<file path="src/verilog/epc_cfg.svh">
// Purpose: Constants for the exception priority and cause unit
// Assumes: 32-bit addresses, 5-bit cause field
// Notes: Vector addresses are plain defaults, overridden per build
`ifndef EPC_CFG_SVH
`define EPC_CFG_SVH
`define EPC_ADDR_W 32
`define EPC_CAUSE_W 5
`define EPC_LVL_W 6
`define EPC_STATUS_W 32
`define EPC_RST_IE_BIT 23
`define EPC_GLB_IE_BIT 0
`define EPC_LVL_LSB 10
`define EPC_CAUSE_RESET 5'h00
`define EPC_CAUSE_CPURST 5'h01
`define EPC_CAUSE_IRQ 5'h02
`define EPC_CAUSE_TRAP 5'h03
`define EPC_CAUSE_UNIMP 5'h04
`define EPC_CAUSE_ILLEGAL 5'h05
`define EPC_CAUSE_MISDATA 5'h06
`define EPC_CAUSE_MISDEST 5'h07
`define EPC_CAUSE_DIV 5'h08
`define EPC_CAUSE_SUPIADDR 5'h09
`define EPC_CAUSE_SUPINST 5'h0a
`define EPC_CAUSE_SUPDADDR 5'h0b
`define EPC_CAUSE_TLBMISS 5'h0c
`define EPC_CAUSE_PERMX 5'h0d
`define EPC_CAUSE_PERMR 5'h0e
`define EPC_CAUSE_PERMW 5'h0f
`define EPC_CAUSE_MPUI 5'h10
`define EPC_CAUSE_MPUD 5'h11
`define EPC_CAUSE_ECCTLB 5'h12
`define EPC_CAUSE_ECCRF 5'h14
`define EPC_RET_OFS 32'h0000_0004
`define EPC_RESET_VEC 32'h0000_0000
`define EPC_BREAK_VEC 32'h0000_0020
`define EPC_GEN_VEC 32'h0000_0040
`define EPC_FTLB_VEC 32'h0000_0060
`endif

</file>
<file path="src/verilog/epc_pkg.sv">
// Purpose: Types for the exception priority and cause unit
// Assumes: epc_cfg.svh provides widths
// Notes: Pending conditions travel as one packed struct
`include "epc_cfg.svh"
package epc_pkg;
    typedef enum logic [4:0] {
        EPC_VK_NONE = 5'b00001,
        EPC_VK_RESET = 5'b00010,
        EPC_VK_BREAK = 5'b00100,
        EPC_VK_GEN = 5'b01000,
        EPC_VK_FTLB = 5'b10000
    } epc_vkind_e;
    // Vector kind for the requested handler address is separate from one-hot set above
    typedef struct packed {
        logic fullReset;
        logic hwBreak;
        logic cpuReset;
        logic intIrq;
        logic extNmi;
        logic extIrq;
        logic eccTlbInst;
        logic supInstAddr;
        logic tlbMissInst;
        logic permExec;
        logic eccRegFile;
        logic mpuInst;
        logic supInst;
        logic trapInst;
        logic illegalInst;
        logic unimpInst;
        logic breakInst;
        logic supDataAddr;
        logic misData;
        logic misDest;
        logic eccTlbData;
        logic divError;
        logic tlbMissData;
        logic permRead;
        logic permWrite;
        logic mpuData;
    } epc_pend_s;
    typedef struct packed {
        logic take;
        logic useReqHandler;
        logic writeCause;
        logic [`EPC_CAUSE_W-1:0] cause;
        logic [`EPC_ADDR_W-1:0] vector;
        logic writeBad;
        logic writeVpn;
        logic [`EPC_ADDR_W-1:0] recAddr;
        logic flush;
        logic toBreak;
        logic [`EPC_STATUS_W-1:0] status;
        logic [`EPC_STATUS_W-1:0] bstatus;
        logic [`EPC_ADDR_W-1:0] breakRet;
        logic [`EPC_CAUSE_W-1:0] causeField;
        logic [`EPC_ADDR_W-1:0] badAddr;
        logic [`EPC_ADDR_W-1:0] vpnAddr;
        logic excActive;
        logic rstLine;
    } epc_state_s;
endpackage : epc_pkg

</file>
<file path="src/verilog/epc_unit.sv">
// Purpose: Rank pending exceptions, pick one vector, write cause and addresses
// Assumes: Pipeline presents conditions for the oldest instruction only
// Notes: Outputs are registered, one take per cycle at most
`timescale 1ns/1ns
`default_nettype none
`include "epc_cfg.svh"
// Overview of operation
// - Flush younger work on every take so the faulting instruction can rerun
// - Take only the highest ranked pending exception by fixed order
// - Resets go to reset vector; full reset cause 0, processor reset cause 1
// - Breaks go to break vector, no cause; break instruction records ba minus 4
// - Instruction exceptions use general vector except fast TLB misses and the break instruction
// - Write the cause value of the taken exception when it has one
// - Internal interrupt writes cause 2, records return minus 4, general vector
// - External maskable writes cause 2, nonmaskable none; both use handler address
// - Global enable masks internal and maskable external interrupts only
// - TLB ECC error writes 18; data case records bad data address
// - Register file ECC error writes 20, return minus 4, general vector
// - TLB miss 12, permission 13/14/15, record virtual page number
// - First level TLB miss vectors to fast TLB miss address
// - TLB miss during exception handling is double miss to general vector
// - MPU violations write 16 instruction, 17 data with bad address
// - Supervisor violations: 9 instruction address, 11 data, 10 instruction
// - Trap 3, unimplemented 4, illegal 5 when detection or MMU/MPU
// - Misaligned data 6, destination 7 when enabled, address to bad register
// - Division error writes 8 when enabled, return minus 4, general vector
// - Every take selects exactly one vector address
// - Reset sets reset enable bit, clears other status, invalidates line
// - Break saves status, clears global enable, saves return address
// - Maskable external taken only when requested level exceeds current level
module epc_unit #(
    parameter bit HAS_MMU = 1'b1,
    parameter bit HAS_MPU = 1'b0,
    parameter bit HAS_ECC = 1'b1,
    parameter bit HAS_EXT_CTRL = 1'b1,
    parameter bit ILLEGAL_DET = 1'b1,
    parameter bit MISALIGN_DET = 1'b1,
    parameter bit DIV_DET = 1'b1,
    parameter logic [`EPC_ADDR_W-1:0] RESET_VEC = `EPC_RESET_VEC,
    parameter logic [`EPC_ADDR_W-1:0] BREAK_VEC = `EPC_BREAK_VEC,
    parameter logic [`EPC_ADDR_W-1:0] GEN_VEC = `EPC_GEN_VEC,
    parameter logic [`EPC_ADDR_W-1:0] FTLB_VEC = `EPC_FTLB_VEC
) (
    input wire logic clock,
    input wire logic rst_n,
    input wire epc_pkg::epc_pend_s pend,
    input wire logic [`EPC_ADDR_W-1:0] exception_return_addr,
    input wire logic [`EPC_ADDR_W-1:0] nextInstAddr,
    input wire logic [`EPC_ADDR_W-1:0] dataAddr,
    input wire logic [`EPC_ADDR_W-1:0] destAddr,
    input wire logic [`EPC_ADDR_W-1:0] fetchAddr,
    input wire logic [`EPC_ADDR_W-1:0] requested_handler_addr,
    input wire logic [`EPC_LVL_W-1:0] requested_irq_level,
    input wire logic [`EPC_STATUS_W-1:0] statusWrData,
    input wire logic statusWrEn,
    output logic takeValid,
    output logic [`EPC_ADDR_W-1:0] vectorAddr,
    output logic flushPipe,
    output logic causeWrite,
    output logic [`EPC_CAUSE_W-1:0] causeCode,
    output logic [`EPC_CAUSE_W-1:0] causeField,
    output logic [`EPC_ADDR_W-1:0] recordedAddr,
    output logic [`EPC_ADDR_W-1:0] badAddr,
    output logic [`EPC_ADDR_W-1:0] page_table_virtual_page,
    output logic [`EPC_STATUS_W-1:0] statusReg,
    output logic [`EPC_STATUS_W-1:0] breakStatus,
    output logic [`EPC_ADDR_W-1:0] breakReturn,
    output logic invalidateResetLine
);
    import epc_pkg::*;

    // ----------------------------------------
    // Qualification of pending conditions
    // ----------------------------------------
    epc_state_s cur_ff;
    epc_state_s nxt_cur;
    epc_pend_s q;
    logic global_irq_enable_bit;
    logic [`EPC_LVL_W-1:0] current_irq_level;
    logic [`EPC_ADDR_W-1:0] retMinus4;
    logic memChk;
    logic resetTake;

    assign global_irq_enable_bit = cur_ff.status[`EPC_GLB_IE_BIT];
    assign current_irq_level = cur_ff.status[`EPC_LVL_LSB +: `EPC_LVL_W];
    assign retMinus4 = exception_return_addr - `EPC_RET_OFS;
    assign memChk = HAS_MMU | HAS_MPU;
    // A processor reset loses to a hardware break, so it must not wipe status then
    assign resetTake = q.fullReset | (q.cpuReset & ~q.hwBreak);

    // Gate each request by its option; absent options cost no logic
    always_comb
    begin
        q = pend;
        q.intIrq = pend.intIrq & ~HAS_EXT_CTRL & global_irq_enable_bit;
        q.extNmi = pend.extNmi & HAS_EXT_CTRL;
        q.extIrq = pend.extIrq & HAS_EXT_CTRL & global_irq_enable_bit
            & (requested_irq_level > current_irq_level);
        q.eccTlbInst = pend.eccTlbInst & HAS_MMU & HAS_ECC;
        q.eccTlbData = pend.eccTlbData & HAS_MMU & HAS_ECC;
        q.eccRegFile = pend.eccRegFile & HAS_ECC;
        q.supInstAddr = pend.supInstAddr & HAS_MMU;
        q.supDataAddr = pend.supDataAddr & HAS_MMU;
        q.tlbMissInst = pend.tlbMissInst & HAS_MMU;
        q.tlbMissData = pend.tlbMissData & HAS_MMU;
        q.permExec = pend.permExec & HAS_MMU;
        q.permRead = pend.permRead & HAS_MMU;
        q.permWrite = pend.permWrite & HAS_MMU;
        q.mpuInst = pend.mpuInst & HAS_MPU;
        q.mpuData = pend.mpuData & HAS_MPU;
        q.supInst = pend.supInst & memChk;
        q.illegalInst = pend.illegalInst & (ILLEGAL_DET | memChk);
        q.misData = pend.misData & (MISALIGN_DET | memChk);
        q.misDest = pend.misDest & (MISALIGN_DET | memChk);
        q.divError = pend.divError & DIV_DET;
    end

    // ----------------------------------------
    // Priority selection and state update
    // ----------------------------------------
    // The if chain order is the ranking; first match wins and the rest record nothing
    always_comb
    begin
        nxt_cur = cur_ff;
        nxt_cur.take = 1'b1;
        nxt_cur.useReqHandler = 1'b0;
        nxt_cur.writeCause = 1'b1;
        nxt_cur.cause = `EPC_CAUSE_RESET;
        nxt_cur.vector = GEN_VEC;
        nxt_cur.writeBad = 1'b0;
        nxt_cur.writeVpn = 1'b0;
        nxt_cur.recAddr = retMinus4;
        nxt_cur.toBreak = 1'b0;
        nxt_cur.flush = 1'b1;
        if (q.fullReset)
        begin
            nxt_cur.vector = RESET_VEC;
        end
        else if (q.hwBreak)
        begin
            nxt_cur.vector = BREAK_VEC;
            nxt_cur.writeCause = 1'b0;
            nxt_cur.toBreak = 1'b1;
            nxt_cur.recAddr = nextInstAddr;
        end
        else if (q.cpuReset)
        begin
            nxt_cur.vector = RESET_VEC;
            nxt_cur.cause = `EPC_CAUSE_CPURST;
        end
        else if (q.intIrq)
        begin
            nxt_cur.cause = `EPC_CAUSE_IRQ;
        end
        else if (q.extNmi)
        begin
            nxt_cur.useReqHandler = 1'b1;
            nxt_cur.writeCause = 1'b0;
            nxt_cur.vector = requested_handler_addr;
        end
        else if (q.extIrq)
        begin
            nxt_cur.useReqHandler = 1'b1;
            nxt_cur.cause = `EPC_CAUSE_IRQ;
            nxt_cur.vector = requested_handler_addr;
        end
        else if (q.eccTlbInst)
            nxt_cur.cause = `EPC_CAUSE_ECCTLB;
        else if (q.supInstAddr)
            nxt_cur.cause = `EPC_CAUSE_SUPIADDR;
        else if (q.tlbMissInst)
        begin
            nxt_cur.cause = `EPC_CAUSE_TLBMISS;
            nxt_cur.writeVpn = 1'b1;
            nxt_cur.vector = cur_ff.excActive ? GEN_VEC : FTLB_VEC;
        end
        else if (q.permExec)
        begin
            nxt_cur.cause = `EPC_CAUSE_PERMX;
            nxt_cur.writeVpn = 1'b1;
        end
        else if (q.eccRegFile)
            nxt_cur.cause = `EPC_CAUSE_ECCRF;
        else if (q.mpuInst)
            nxt_cur.cause = `EPC_CAUSE_MPUI;
        else if (q.supInst)
            nxt_cur.cause = `EPC_CAUSE_SUPINST;
        else if (q.trapInst)
            nxt_cur.cause = `EPC_CAUSE_TRAP;
        else if (q.illegalInst)
            nxt_cur.cause = `EPC_CAUSE_ILLEGAL;
        else if (q.unimpInst)
            nxt_cur.cause = `EPC_CAUSE_UNIMP;
        else if (q.breakInst)
        begin
            nxt_cur.vector = BREAK_VEC;
            nxt_cur.writeCause = 1'b0;
            nxt_cur.toBreak = 1'b1;
            nxt_cur.recAddr = nextInstAddr - `EPC_RET_OFS;
        end
        else if (q.supDataAddr)
        begin
            nxt_cur.cause = `EPC_CAUSE_SUPDADDR;
            nxt_cur.writeBad = 1'b1;
        end
        else if (q.misData)
        begin
            nxt_cur.cause = `EPC_CAUSE_MISDATA;
            nxt_cur.writeBad = 1'b1;
        end
        else if (q.misDest)
        begin
            nxt_cur.cause = `EPC_CAUSE_MISDEST;
            nxt_cur.writeBad = 1'b1;
        end
        else if (q.eccTlbData)
        begin
            nxt_cur.cause = `EPC_CAUSE_ECCTLB;
            nxt_cur.writeBad = 1'b1;
        end
        else if (q.divError)
            nxt_cur.cause = `EPC_CAUSE_DIV;
        else if (q.tlbMissData)
        begin
            nxt_cur.cause = `EPC_CAUSE_TLBMISS;
            nxt_cur.writeBad = 1'b1;
            nxt_cur.writeVpn = 1'b1;
            nxt_cur.vector = cur_ff.excActive ? GEN_VEC : FTLB_VEC;
        end
        else if (q.permRead)
        begin
            nxt_cur.cause = `EPC_CAUSE_PERMR;
            nxt_cur.writeBad = 1'b1;
            nxt_cur.writeVpn = 1'b1;
        end
        else if (q.permWrite)
        begin
            nxt_cur.cause = `EPC_CAUSE_PERMW;
            nxt_cur.writeBad = 1'b1;
            nxt_cur.writeVpn = 1'b1;
        end
        else if (q.mpuData)
        begin
            nxt_cur.cause = `EPC_CAUSE_MPUD;
            nxt_cur.writeBad = 1'b1;
        end
        else
        begin
            nxt_cur.take = 1'b0;
            nxt_cur.writeCause = 1'b0;
            nxt_cur.flush = 1'b0;
            nxt_cur.vector = cur_ff.vector;
            nxt_cur.recAddr = cur_ff.recAddr;
        end
        // Software status writes first, so a same-cycle take still clears global enable and a reset overrides them
        if (statusWrEn)
            nxt_cur.status = statusWrData;
        if (nxt_cur.writeCause)
            nxt_cur.causeField = nxt_cur.cause;
        if (nxt_cur.writeBad)
            nxt_cur.badAddr = nxt_cur.cause == `EPC_CAUSE_MISDEST ? destAddr : dataAddr;
        if (nxt_cur.writeVpn)
            nxt_cur.vpnAddr = nxt_cur.writeBad ? dataAddr : fetchAddr;
        if (nxt_cur.toBreak)
        begin
            nxt_cur.bstatus = cur_ff.status;
            nxt_cur.status[`EPC_GLB_IE_BIT] = 1'b0;
            nxt_cur.breakRet = nextInstAddr;
        end
        else if (nxt_cur.take)
        begin
            nxt_cur.status[`EPC_GLB_IE_BIT] = 1'b0;
            nxt_cur.excActive = HAS_MMU;
        end
        // Exception-active clears only by a software status write without a take, or by a reset
        if (statusWrEn && !nxt_cur.take)
            nxt_cur.excActive = 1'b0;
        // Registered so the invalidate strobe leaves straight from a flop
        nxt_cur.rstLine = resetTake;
        if (resetTake)
        begin
            nxt_cur.status = '0;
            nxt_cur.status[`EPC_RST_IE_BIT] = 1'b1;
            nxt_cur.excActive = 1'b0;
        end
    end

    // Async reset loads reset-handler state; rstLine marks line invalidation
    always_ff @(posedge clock or negedge rst_n)
    begin
        if (!rst_n)
        begin
            cur_ff <= '0;
            cur_ff.status[`EPC_RST_IE_BIT] <= 1'b1;
            cur_ff.vector <= RESET_VEC;
            cur_ff.take <= 1'b1;
            cur_ff.flush <= 1'b1;
            cur_ff.writeCause <= 1'b1;
            cur_ff.rstLine <= 1'b1;
        end
        else
            cur_ff <= nxt_cur;
    end

    // ----------------------------------------
    // Outputs
    // ----------------------------------------
    assign takeValid = cur_ff.take;
    assign vectorAddr = cur_ff.vector;
    assign flushPipe = cur_ff.flush;
    assign causeWrite = cur_ff.writeCause;
    assign causeCode = cur_ff.cause;
    assign causeField = cur_ff.causeField;
    assign recordedAddr = cur_ff.recAddr;
    assign badAddr = cur_ff.badAddr;
    assign page_table_virtual_page = cur_ff.vpnAddr;
    assign statusReg = cur_ff.status;
    assign breakStatus = cur_ff.bstatus;
    assign breakReturn = cur_ff.breakRet;
    assign invalidateResetLine = cur_ff.rstLine;
endmodule : epc_unit
`default_nettype wire

</file>
<file path="config.mk">
export PLATFORM = sky130hd
export DESIGN_NAME = epc_unit
export DESIGN_NICKNAME = d
export VERILOG_FILES = /design/src/verilog/epc_pkg.sv /design/src/verilog/epc_unit.sv
export VERILOG_INCLUDE_DIRS = /design/src /design/src/verilog
export SDC_FILE = /design/constraint.sdc
export NUM_CORES = 1
export LEC_CHECK = 0
export BUFFER_PORTS_ARGS = -buffer_cell sky130_fd_sc_hd__buf_2
export CAP_MARGIN = 20
export CORE_AREA = 2 2 194 196
export CTS_CLUSTER_SIZE = 24
export DETAILED_ROUTE_END_ITERATION = 10
export DIE_AREA = 0 0 196 198
export GPL_ROUTABILITY_DRIVEN = 0
export PLACE_DENSITY = 0.69
export SETUP_SLACK_MARGIN = 0.4
export SLEW_MARGIN = 10
export SYNTH_ARGS = -nofsm -noshare
export SYNTH_HDL_FRONTEND = slang
export SYNTH_SLANG_ARGS = --single-unit
</file>
<file path="constraint.sdc">
create_clock -name clock -period 2.92 [get_ports clock]
set_input_delay 0 -clock clock [delete_from_list [all_inputs] [get_ports clock]]
set_output_delay 0 -clock clock [all_outputs]
set_load 0.02 [all_outputs]
</file>
# ---- After elaboration in Yosys (flattened, before gate mapping)
# Index checks and enable logic that the tools add are counted.
dict set report totals {
  output_inout_bits 238
  input_bits 259
  register_bits 239
  elab_cells 228
}
dict set report op_classes {
  n_bitwise 5
  eq_ne 2
  n_reduce_logical 7
  magnitude_cmp 1
  addsub 2
  muxes 196
}
# op count
set op_table {}
lappend op_table {{$mux W67} 20}
lappend op_table {{$mux W68} 16}
lappend op_table {{$mux W39} 20}
lappend op_table {{$mux W34} 21}
lappend op_table {{$mux W32} 16}
lappend op_table {{$mux W33} 12}
lappend op_table {{$mux W37} 10}
lappend op_table {{$mux W36} 4}
lappend op_table {{$mux W5} 16}
lappend op_table {{$sub A32 B3 Y32 const B} 2}
lappend op_table {{$mux W1} 50}
lappend op_table {{$mux W38} 1}
lappend op_table {{$reduce_bool A23 Y1} 1}
lappend op_table {{$mux W2} 5}
lappend op_table {{$mux W4} 2}
lappend op_table {{$mux W8} 1}
lappend op_table {{$gt A6 B6 Y1} 1}
lappend op_table {{$mux W6} 1}
lappend op_table {{$eq A5 B3 Y1 const B} 1}
lappend op_table {{$reduce_bool A4 Y1} 1}
lappend op_table {{$and A1 B1 Y1} 3}
lappend op_table {{$mux W3} 1}
lappend op_table {{$ne A3 B1 Y1 const B} 1}
lappend op_table {{$reduce_bool A3 Y1} 1}
lappend op_table {{other kinds (6)} 6}

# ---- Longest topological paths before layout
# Gate-level depths: netlist of the first run.
dict set report logic_depth {
  depth_word 105
  depth_mapped 11
}

# ---- Worst setup path after synthesis of the first run
# No wires, ideal clock.
dict set report synth_path {
  path_kind {flip-flop to flip-flop}
  startpoint {register cur_ff (netlist bit statusReg[15])}
  endpoint {register cur_ff (netlist bit page_table_virtual_page[10])}
  setup_slack_ns 0.266
  path_stages_with_launch 10
  path_buffers 1
  period_less_slack_ns 2.654
  arrival_time_ns 2.529
  cell_sequence {dfrtp_1 -> inv_1 -> ha_1 -> nand3_1 -> o211ai_1 -> a22oi_1 -> nor3_2 -> buf_2 -> mux2_2 -> mux2_4}
}
dict set report synth_between {
  elab_chain_cells 8
}
# item line_no
set synth_rtl {}
lappend synth_rtl {{start: declaration} epc_unit.sv:75} ;# epc_state_s cur_ff;
lappend synth_rtl {{start signal: assignment} epc_unit.sv:302} ;# cur_ff <= nxt_cur;
lappend synth_rtl {{$gt A6 B6 Y1 *} epc_unit.sv:98} ;# & (requested_irq_level > current_irq_level);
lappend synth_rtl {{$and A1 B1 Y1 *} epc_unit.sv:98}
lappend synth_rtl {{$mux W36 *} epc_unit.sv:161} ;# else if (q.extIrq)
lappend synth_rtl {{$mux W36 *} epc_unit.sv:155} ;# else if (q.extNmi)
lappend synth_rtl {{$mux W36 *} epc_unit.sv:146} ;# else if (q.cpuReset)
lappend synth_rtl {{$mux W2 *} epc_unit.sv:139} ;# else if (q.hwBreak)
lappend synth_rtl {{$mux W36 *} epc_unit.sv:135} ;# if (q.fullReset)
lappend synth_rtl {{$mux W32} epc_unit.sv:263} ;# nxt_cur.vpnAddr = nxt_cur.writeBad ? dataAddr : fetchAddr;
# Every way passes the cells marked *; elsewhere a longest branch is shown, timed or not.
# A chain may end at the register's enable or synchronous reset.

==> run summary, run 1 <==
The logs give 75 for the maximum number of pins on one net before global-route repair and 1545 for the post-synth net total. The worst slew margin relative to its limit was 0.2924. The most numerous cell type found on the critical path is buf_6. The async set or reset register ratio after synthesis is 1.000. Clock transition at the registers of the reported paths: 0.06 ns. Setup violations remaining at the end of the flow were counted as 0. The run gives 0 as the count of synthesis-stage warnings from yosys. Dividing total power by cell area gives a power density of 478.4 mW/mm2. Compared with the post-synthesis result, the final layout area differs by 43.40%. The global routing usage on met3 was 0.06558.

The run gives 0 as the number of remaining DRC errors. The register area share after synthesis is 0.4358. STA classifies the critical path endpoint as a flop.

For the maximum resistive drop on vdd, the log shows 468.5 uV. TritonCTS built the clock tree. The type of the worst setup path is reg -> reg. For this block, the initial DRC count from the detailed router was 886.

Total power for the finished layout comes to 9426 uW. Max-cap violations in this run came to 0. For this run, the post-layout net count is 2091.

Clock tree synthesis inserted a total of 27 buffers. The share of the cycle needed by the critical path after routing came out at 0.9077. The ratio of routed vias to standard cells was 5.490; the number of enable-type register cells in the synthesized netlist was 0.

Dividing the detail-routed wire length by the instance count gives 22.69 um. Sorting the synthesized cells by area gives the leading types as dfrtp_1, buf_4, mux2_2, mux2_4, a221o_1. In this run the critical register-to-register path is launched from statusReg[14]$_DFFE_PN0P_. Summed over all instances, the cell type with the most area after synthesis is dfrtp_1.

The number of nets with antenna violations after routing is 0. Data on the critical path arrives at its endpoint at 3.06 ns. The floorplan step defined a die boundary enclosing 0.03881 mm2.

The run gives 12.74k as the total number of vias. The flow ran to the end, and the final reports show no timing, DRC or antenna violations. The effective utilization at floorplan is 0.3718, and the peak per-stage delay on the critical path is 0.36 ns. The clock root buffer master was clkbuf_16. For the top-level port count, the log shows 497. The tools report the post-route setup TNS as 0 ns. The final core utilization came out at 0.5331. The worst path needs 2.650 ns of the cycle, external delays included.

The tools report the number of pins exceeding their max-slew limit in the final report as 0. The number of iterations in the first detailed-routing pass was 7. The fraction of post-synthesis cell area in the top cell type by area was 0.4262; the count of unique library cells instantiated by Yosys was 67. The initial antenna violation count was 3. The floorplan has 71 rows. In this run the standard cell core region covers 0.03696 mm2.

The die is 198 um tall. The global routing usage on met1 was 0.2911; the layout cell share with drive strength beyond 1 was 0.4390. The most used flip-flop cell after synthesis is dfrtp_1. Counting instances in the post-synthesis netlist gives the leading cell types as buf_4, dfrtp_1, mux2_2. The endpoint identified for the worst register-to-register timing path is badAddr[0]$_DFFE_PN0P_. Hold path startpoint: exception_return_addr[6]. The die span in x works out to 196 um. The clock latency on the worst-skew pair came out at 0.56 ns. Setup repair after global routing could not meet its margin everywhere. For this run the aggregate overflow at the end of global routing stands at 0.

Worst path required time: 3.33 ns. The met2 track demand over resource was 0.4340. In this run the worst hold path is classified as in -> reg. Counting instances, the worst hold path has a depth of 5.

The global-route wire length before repair is 75.95 mm. The via count of the first global-routing pass came out at 13.14k. The signal on the critical path passes through inv_2 > ha_4 > nand3_4 > o211ai_1 > a22oi_2 > buf_6 > buf_6 > nor3_4 > a311oi_4 > buf_6 > buf_12 > a221o_1. The total leakage power is 0.009738 uW. The worst reg2reg path depth works out to 12. The slowest stage of the critical path is the dfrtp_1 cell. The detailed-route wire length was 52.64 mm. The tools report the sink of the worst hold path as recordedAddr[6]$_DFFE_PN0P_. The logs give 3 for the maximum buffer depth of the clock tree and 32.37 mm for the half-perimeter wire length after detailed placement. Along the worst path, the maximum fanout reaches 8.

The count of buffers added on input and output ports is 493. The total global-route track usage is 0.2515, and the clock skew after layout is 0.02977 ns. The internal reg-to-reg setup slack came out at 0.27 ns. Synthesis produced a netlist whose cell count is 1278. A synthesized cell averages 10.75 um2.

The tools report the number of filler instances in the final layout as 3074. The tools report the hold violation total from the final report as 0. The synthesized netlist occupies a cell area of 0.01374 mm2. The number of H-tree branching levels is 1. The slew at the pin closest to its max-slew limit is 1.061 ns, and the number of sinks driven by the clock tree is 239.

The routing layer with the top usage in global route was met2. Static timing analysis puts the maximum clock frequency at 377.3 MHz. The number of synthesized register bits works out to 239. Kind of start point of the critical path: a flop.
[logic make-up (layout without fill, tap and decap cells)]
group                      after synthesis  count (layout)  share of synthesized area
AOI/OAI and AO/OA                      230             230                     0.1321
xor gates and xnor gates                43              43                    0.02741
adders and majority gates                8               8                   0.007286
buffers and inverters                  325             890                     0.1555
DFF                                    239             239                     0.4358
muxes                                  160             160                     0.1365
other                                    0               3                          0
and+or+nand+nor                        273             273                     0.1054
[worst max path at each step]
stage | startpoint | end | slack, ns | cells past startpoint
3_5_place_dp | statusReg[15]$_DFFE_PN0P_ | badAddr[9]$_DFFE_PN0P_ | -0.02 | 10
2_1_floorplan | statusReg[14]$_DFFE_PN0P_ | badAddr[11]$_DFFE_PN0P_ | 0.40 | 9
5_1_grt | statusReg[14]$_DFFE_PN0P_ | badAddr[0]$_DFFE_PN0P_ | 0.17 | 12
4_1_cts | statusReg[10]$_DFFE_PN0P_ | page_table_virtual_page[29]$_DFFE_PN0P_ | 0.26 | 10
3_3_place_gp | statusReg[14]$_DFFE_PN0P_ | badAddr[9]$_DFFE_PN0P_ | 0.10 | 10
6_report | statusReg[14]$_DFFE_PN0P_ | badAddr[0]$_DFFE_PN0P_ | 0.27 | 12
[layout make-up]
type                    instances  area, um2  area share
diodes                          3      7.507   0.0003810
clock buffers                  39      790.8     0.04013
clock inverters                 9      127.6    0.006477
inverters                      24      90.09    0.004572
multi-input cells             714       6065      0.3078
flip-flops and latches        239       5987      0.3039
well taps                     474      593.1     0.03010
repair buffers                818       6042      0.3067
[layer usage]
metal / share of wire / vias up / wire (um)
met3: 0.091 / 198 / 4792
li1: - / 5509 / -
met2: 0.49 / 777 / 25630
met5: 0.00032 / - / 17
met1: 0.37 / 6251 / 19320
met4: 0.055 / 2 / 2876
[registers in the layout, summed over array words and instances, names as in the netlist]
signal / count
causeField: 5
statusReg: 32
flushPipe: 1
breakReturn: 32
takeValid: 1
breakStatus: 32
vectorAddr: 32
causeCode: 5
cur_ff: 1
recordedAddr: 32
page_table_virtual_page: 32
badAddr: 32
causeWrite: 1
invalidateResetLine: 1
[critical path: cells and delay by family (launching register included)]
kind	cells	cell delay (ns)
adders and majority gates	1	0.28
buffers and inverters	5	0.67
and+or+nand+nor	2	0.28
AOI/OAI and AO/OA	4	0.90
DFF	1	0.36
[layout by cell type, fill, tap and decap left out, types with 12 or more instances in the layout]
cell type	n
a22oi_1	13
a221o_1	37
nand3_1	13
buf_4	45
mux2i_1	31
nor4_1	22
a22oi_2	13
xor2_1	33
dlygate4sd3_1	239
a22o_1	30
nor2_1	69
buf_2	492
nor2b_1	33
nor3_1	34
or4_1	13
o21ai_0	20
inv_1	19
nand2_1	30
mux2_4	74
mux2_2	55
clkbuf_16	34
buf_12	12
or3_1	13
dfrtp_1	234
o211ai_1	15
[power by group]
group	switching, uW	total (uW)	leakage [uW]	internal [uW]
Combinational	1120	2130	0.00618	1010
Sequential	165	3750	0.00310	3590
Clock	1410	3550	0.000456	2130
[through the flow]
step	area, um2	worst slack [ns]	hold WS (ns)	std cells
global placement	15200	0.1050	0.01388	1984
finish	19700	0.2695	0.05502	2320
detailed placement	15200	-0.02391	0.01923	1984
CTS	19160	0.2590	0.004489	2300
global route	19700	0.1695	0.08383	2319
floorplan	13750	0.3995	-0.2956	1278
[repair_timing]
action | CTS | global route
cloned | 8 | 8
resized for setup | 47 | 82
hold buffers | 239 | 0
endpoints found under the setup margin | 157 | 158
pin swaps | 6 | 38
buffers inserted | 21 | 9
hold endpoints to repair | 398 | 0
Note: power is estimated with default switching activity, not from simulation.
==> inputs of run 2 (changes only) <==
==> constraint.sdc (replaced) <==
create_clock -name clock -period 2.5 [get_ports clock]
set_input_delay 0 -clock clock [delete_from_list [all_inputs] [get_ports clock]]
set_output_delay 0 -clock clock [all_outputs]
set_load 0.02 [all_outputs]
==> run summary, run 2 (synthesis gave the netlist of run 1 again) <==
The flow ran to the end, but the final reports show violations. The checks that failed: hold timing, setup timing. The internal reg-to-reg setup slack is -0.11 ns (-0.38 ns). The worst path required time came out at 2.94 ns (-0.39 ns). The overall die height works out to 198 um (unchanged). The share of the cycle needed by the critical path after routing is 1.044 (+0.1368). Setup repair after global routing could not meet its margin everywhere. The run gives -0.02954 ns (-0.005633 ns) as the worst setup slack after placement. The power density over the cells was 547.8 mW/mm2 (+15%); the area taken by flip-flops and latches was 0.005987 mm2 (unchanged). The data arrival at the endpoint of the critical path was 3.06 ns (about the same); the slew at the pin closest to its max-slew limit was 0.6695 ns (-0.3919 ns). The run gives 3 (unchanged) as the maximum buffer depth of the clock tree. In the layout the commonest cells are buf_2, dlygate4sd3_1, dfrtp_1, mux2_4, buf_4.

The run gives 0 (unchanged) as the number of violations of the max-capacitance limit. Clock latency on the worst-skew pair: 0.56 ns (about the same). The global route total overflow was 0 (unchanged); the global-route wire length before repair was 81.03 mm (+6.7%). Highest clock frequency the design can meet: 383.0 MHz (+1.5%). Layout cell share with drive strength beyond 1: 0.4731 (+0.03412). The half-perimeter wire length after detailed placement was 34.53 mm (+6.7%). CTS placed an instance of clkbuf_16 at the clock tree root. The run gives 0.01267 ns (-0.01709 ns) as the clock skew after layout.

The routed length per placed instance came out at 23.48 um (+3.5%). The number of sinks driven by the clock tree is 239 (unchanged). The number of H-tree branching levels was 1 (unchanged); the detailed-route wire length was 56.12 mm (+6.6%). The footprint of the multi-input gates is 0.006510 mm2 (+7.3%), and the total chip power is 11510 uW (+22%). For the total of endpoints with negative setup slack in the final report, the log shows 146 (+146). The tools report the top-level port count as 497 (unchanged). The number of buffers created by CTS was 28 (+3.7%). The number of standard cells in the layout, taps in and fillers out was 2390 (+3.0%); the die span in x was 196 um (unchanged).

The effective utilization at floorplan came out at 0.3718 (unchanged). The tools report the worst slew margin relative to its limit as 0.5520 (+0.2596). The type of the worst setup path is reg -> reg. The run gives 0 (unchanged) as the number of remaining DRC errors.

The number of cell rows was 71 (unchanged). Number of iterations in the first detailed-routing pass: 6 (-1). The number of pins exceeding their max-slew limit in the final report was 0 (unchanged); the initial antenna violation count was 7 (+4). The maximum resistive drop on vdd was 488.0 uV (+4.1%).

Endpoint type of the worst setup path: a flop. The tools report the total global-route track usage as 0.2716 (+0.02003). The core box area was 0.03696 mm2 (unchanged); the via count of the first global-routing pass was 13.38k (+1.8%). The maximum net fanout on the critical path was 7 (-1); the clock transition at the registers of the reported paths was 0.06 ns (about the same).

For the area of the die, the log shows 0.03881 mm2 (unchanged). The most frequent standard cell in the layout excluding fill and tap cells was buf_2. The run gives 963 (+8.7%) as the violation count after the first detailed-route iteration. The tools report the hold violation total from the final report as 4 (+4). The path class of the tightest hold or removal check is in -> async. For the maximum number of pins on one net before global-route repair, the log shows 71 (-5.3%). The logs give 0.01041 uW (+6.9%) for the total leakage power and 13.01k (+2.1%) for the total number of vias. The area growth from synthesis to layout is 52.86%.

The final worst-path setup slack was -0.1111 ns (-0.3806 ns); the number of filler instances in the final layout was 2946 (-4.2%). The number of input and output port buffers inserted works out to 493 (unchanged). TritonCTS built the clock tree. The final-layout worst hold slack was -0.003123 ns (-0.05815 ns). The number of nets with antenna violations after routing is 0 (unchanged), and the clock period minus final worst setup slack is 2.611 ns (-0.03935 ns).

The ratio of routed vias to standard cells came out at 5.444 (-0.85%). Kind of start point of the critical path: a flop. The number of cells in the design after placement was 2028 (+2.2%). For the post-layout net count, the log shows 2159 (+3.3%).
-- run 2: cell types whose count changed in the layout (fill, tap and decap cells not counted), moves of 3 or more --
cell	change
a22oi_1	+7
a22oi_2	-7
buf_12	+8
buf_16	+8
buf_4	+34
buf_6	+16
dlygate4sd3_1	+6
mux2_2	-52
mux2_4	+52
nand2_1	-9
nand2_4	+6
nor4_1	+3
o31ai_1	-4
o31ai_4	+3
-- run 2: critical path: stages, from the launching register on --
cell	delay (ns)
dfrtp_1	0.38
inv_2	0.06
ha_4	0.28
nand3_4	0.07
o211ai_1	0.34
a22oi_2	0.20
nor3_4	0.19
buf_6	0.20
clkbuf_16	0.19
mux2_4	0.30
mux2_4	0.27
-- run 2: through the flow --
stage / utilization / TNS, ns / area [um2] / hold WS, ns
3_3_place_gp: 0.4317 / 0 / 15950 / 0.02310
3_5_place_dp: 0.4317 / -0.2960 / 15950 / 0.02902
4_1_cts: 0.5513 / -0.1758 / 20370 / -0.3217
5_1_grt: 0.5683 / -22.44 / 21000 / 0.01667
2_1_floorplan: - / 0 / 14260 / -0.2956
6_report: 0.5683 / -9.358 / 21000 / -0.003123
-- run 2: what timing repair did --
| item | 4_1_cts | 5_1_grt |
|---|---|---|
| buffers inserted | 29 | 13 |
| hold endpoints to repair | 432 | 2 |
| gates cloned | 15 | 6 |
| gates resized for setup | 87 | 74 |
| pin swaps | 56 | 28 |
| hold buffers | 244 | 1 |
| setup endpoints to repair | 199 | 206 |
-- run 2: power breakdown --
group	total [uW]	internal, uW	leakage (uW)	switching (uW)
combinational	2640	1290	0.00682	1350
clock	4450	2700	0.000493	1750
sequential	4420	4190	0.00310	227
total	11500	8180	0.0104	3330
-- run 2: per-layer routing --
| layer | wire, um | vias up | track usage |
|---|---|---|---|
| met1 | 21260 | 6439 | 0.3199 |
| met4 | 2378 | 4 | 0.1274 |
| met3 | 4682 | 144 | 0.06081 |
| met2 | 27770 | 764 | 0.4719 |
| li1 | - | 5659 | - |
| met5 | 27 | - | 0 |
-- run 2: cell type report --
cell class / count / area share
timing repair buffer: 885 / 0.3240
multi-input combinational: 714 / 0.3100
sequential: 239 / 0.2851
clock buffer: 39 / 0.03914
tap: 474 / 0.02824
clock inverter: 12 / 0.008459
inverter: 24 / 0.004766
antenna: 3 / 0.0003574
-- run 2: worst paths after layout --
kind | start | to | cells after the start
min in group clock | pend[23] | causeCode[0]$_DFF_PN0_ | 3
max in group asynchronous | rst_n | statusReg[23]$_DFFE_PN1P_ | 3
setup reg to reg | statusReg[11]$_DFFE_PN0P_ | page_table_virtual_page[22]$_DFFE_PN0P_ | 10
hold reg to reg | causeField[3]$_DFFE_PN0P_ | causeField[3]$_DFFE_PN0P_ | 1
hold / removal | rst_n | breakReturn[11]$_DFFE_PN0P_ | 2
setup / recovery | statusReg[11]$_DFFE_PN0P_ | page_table_virtual_page[22]$_DFFE_PN0P_ | 10
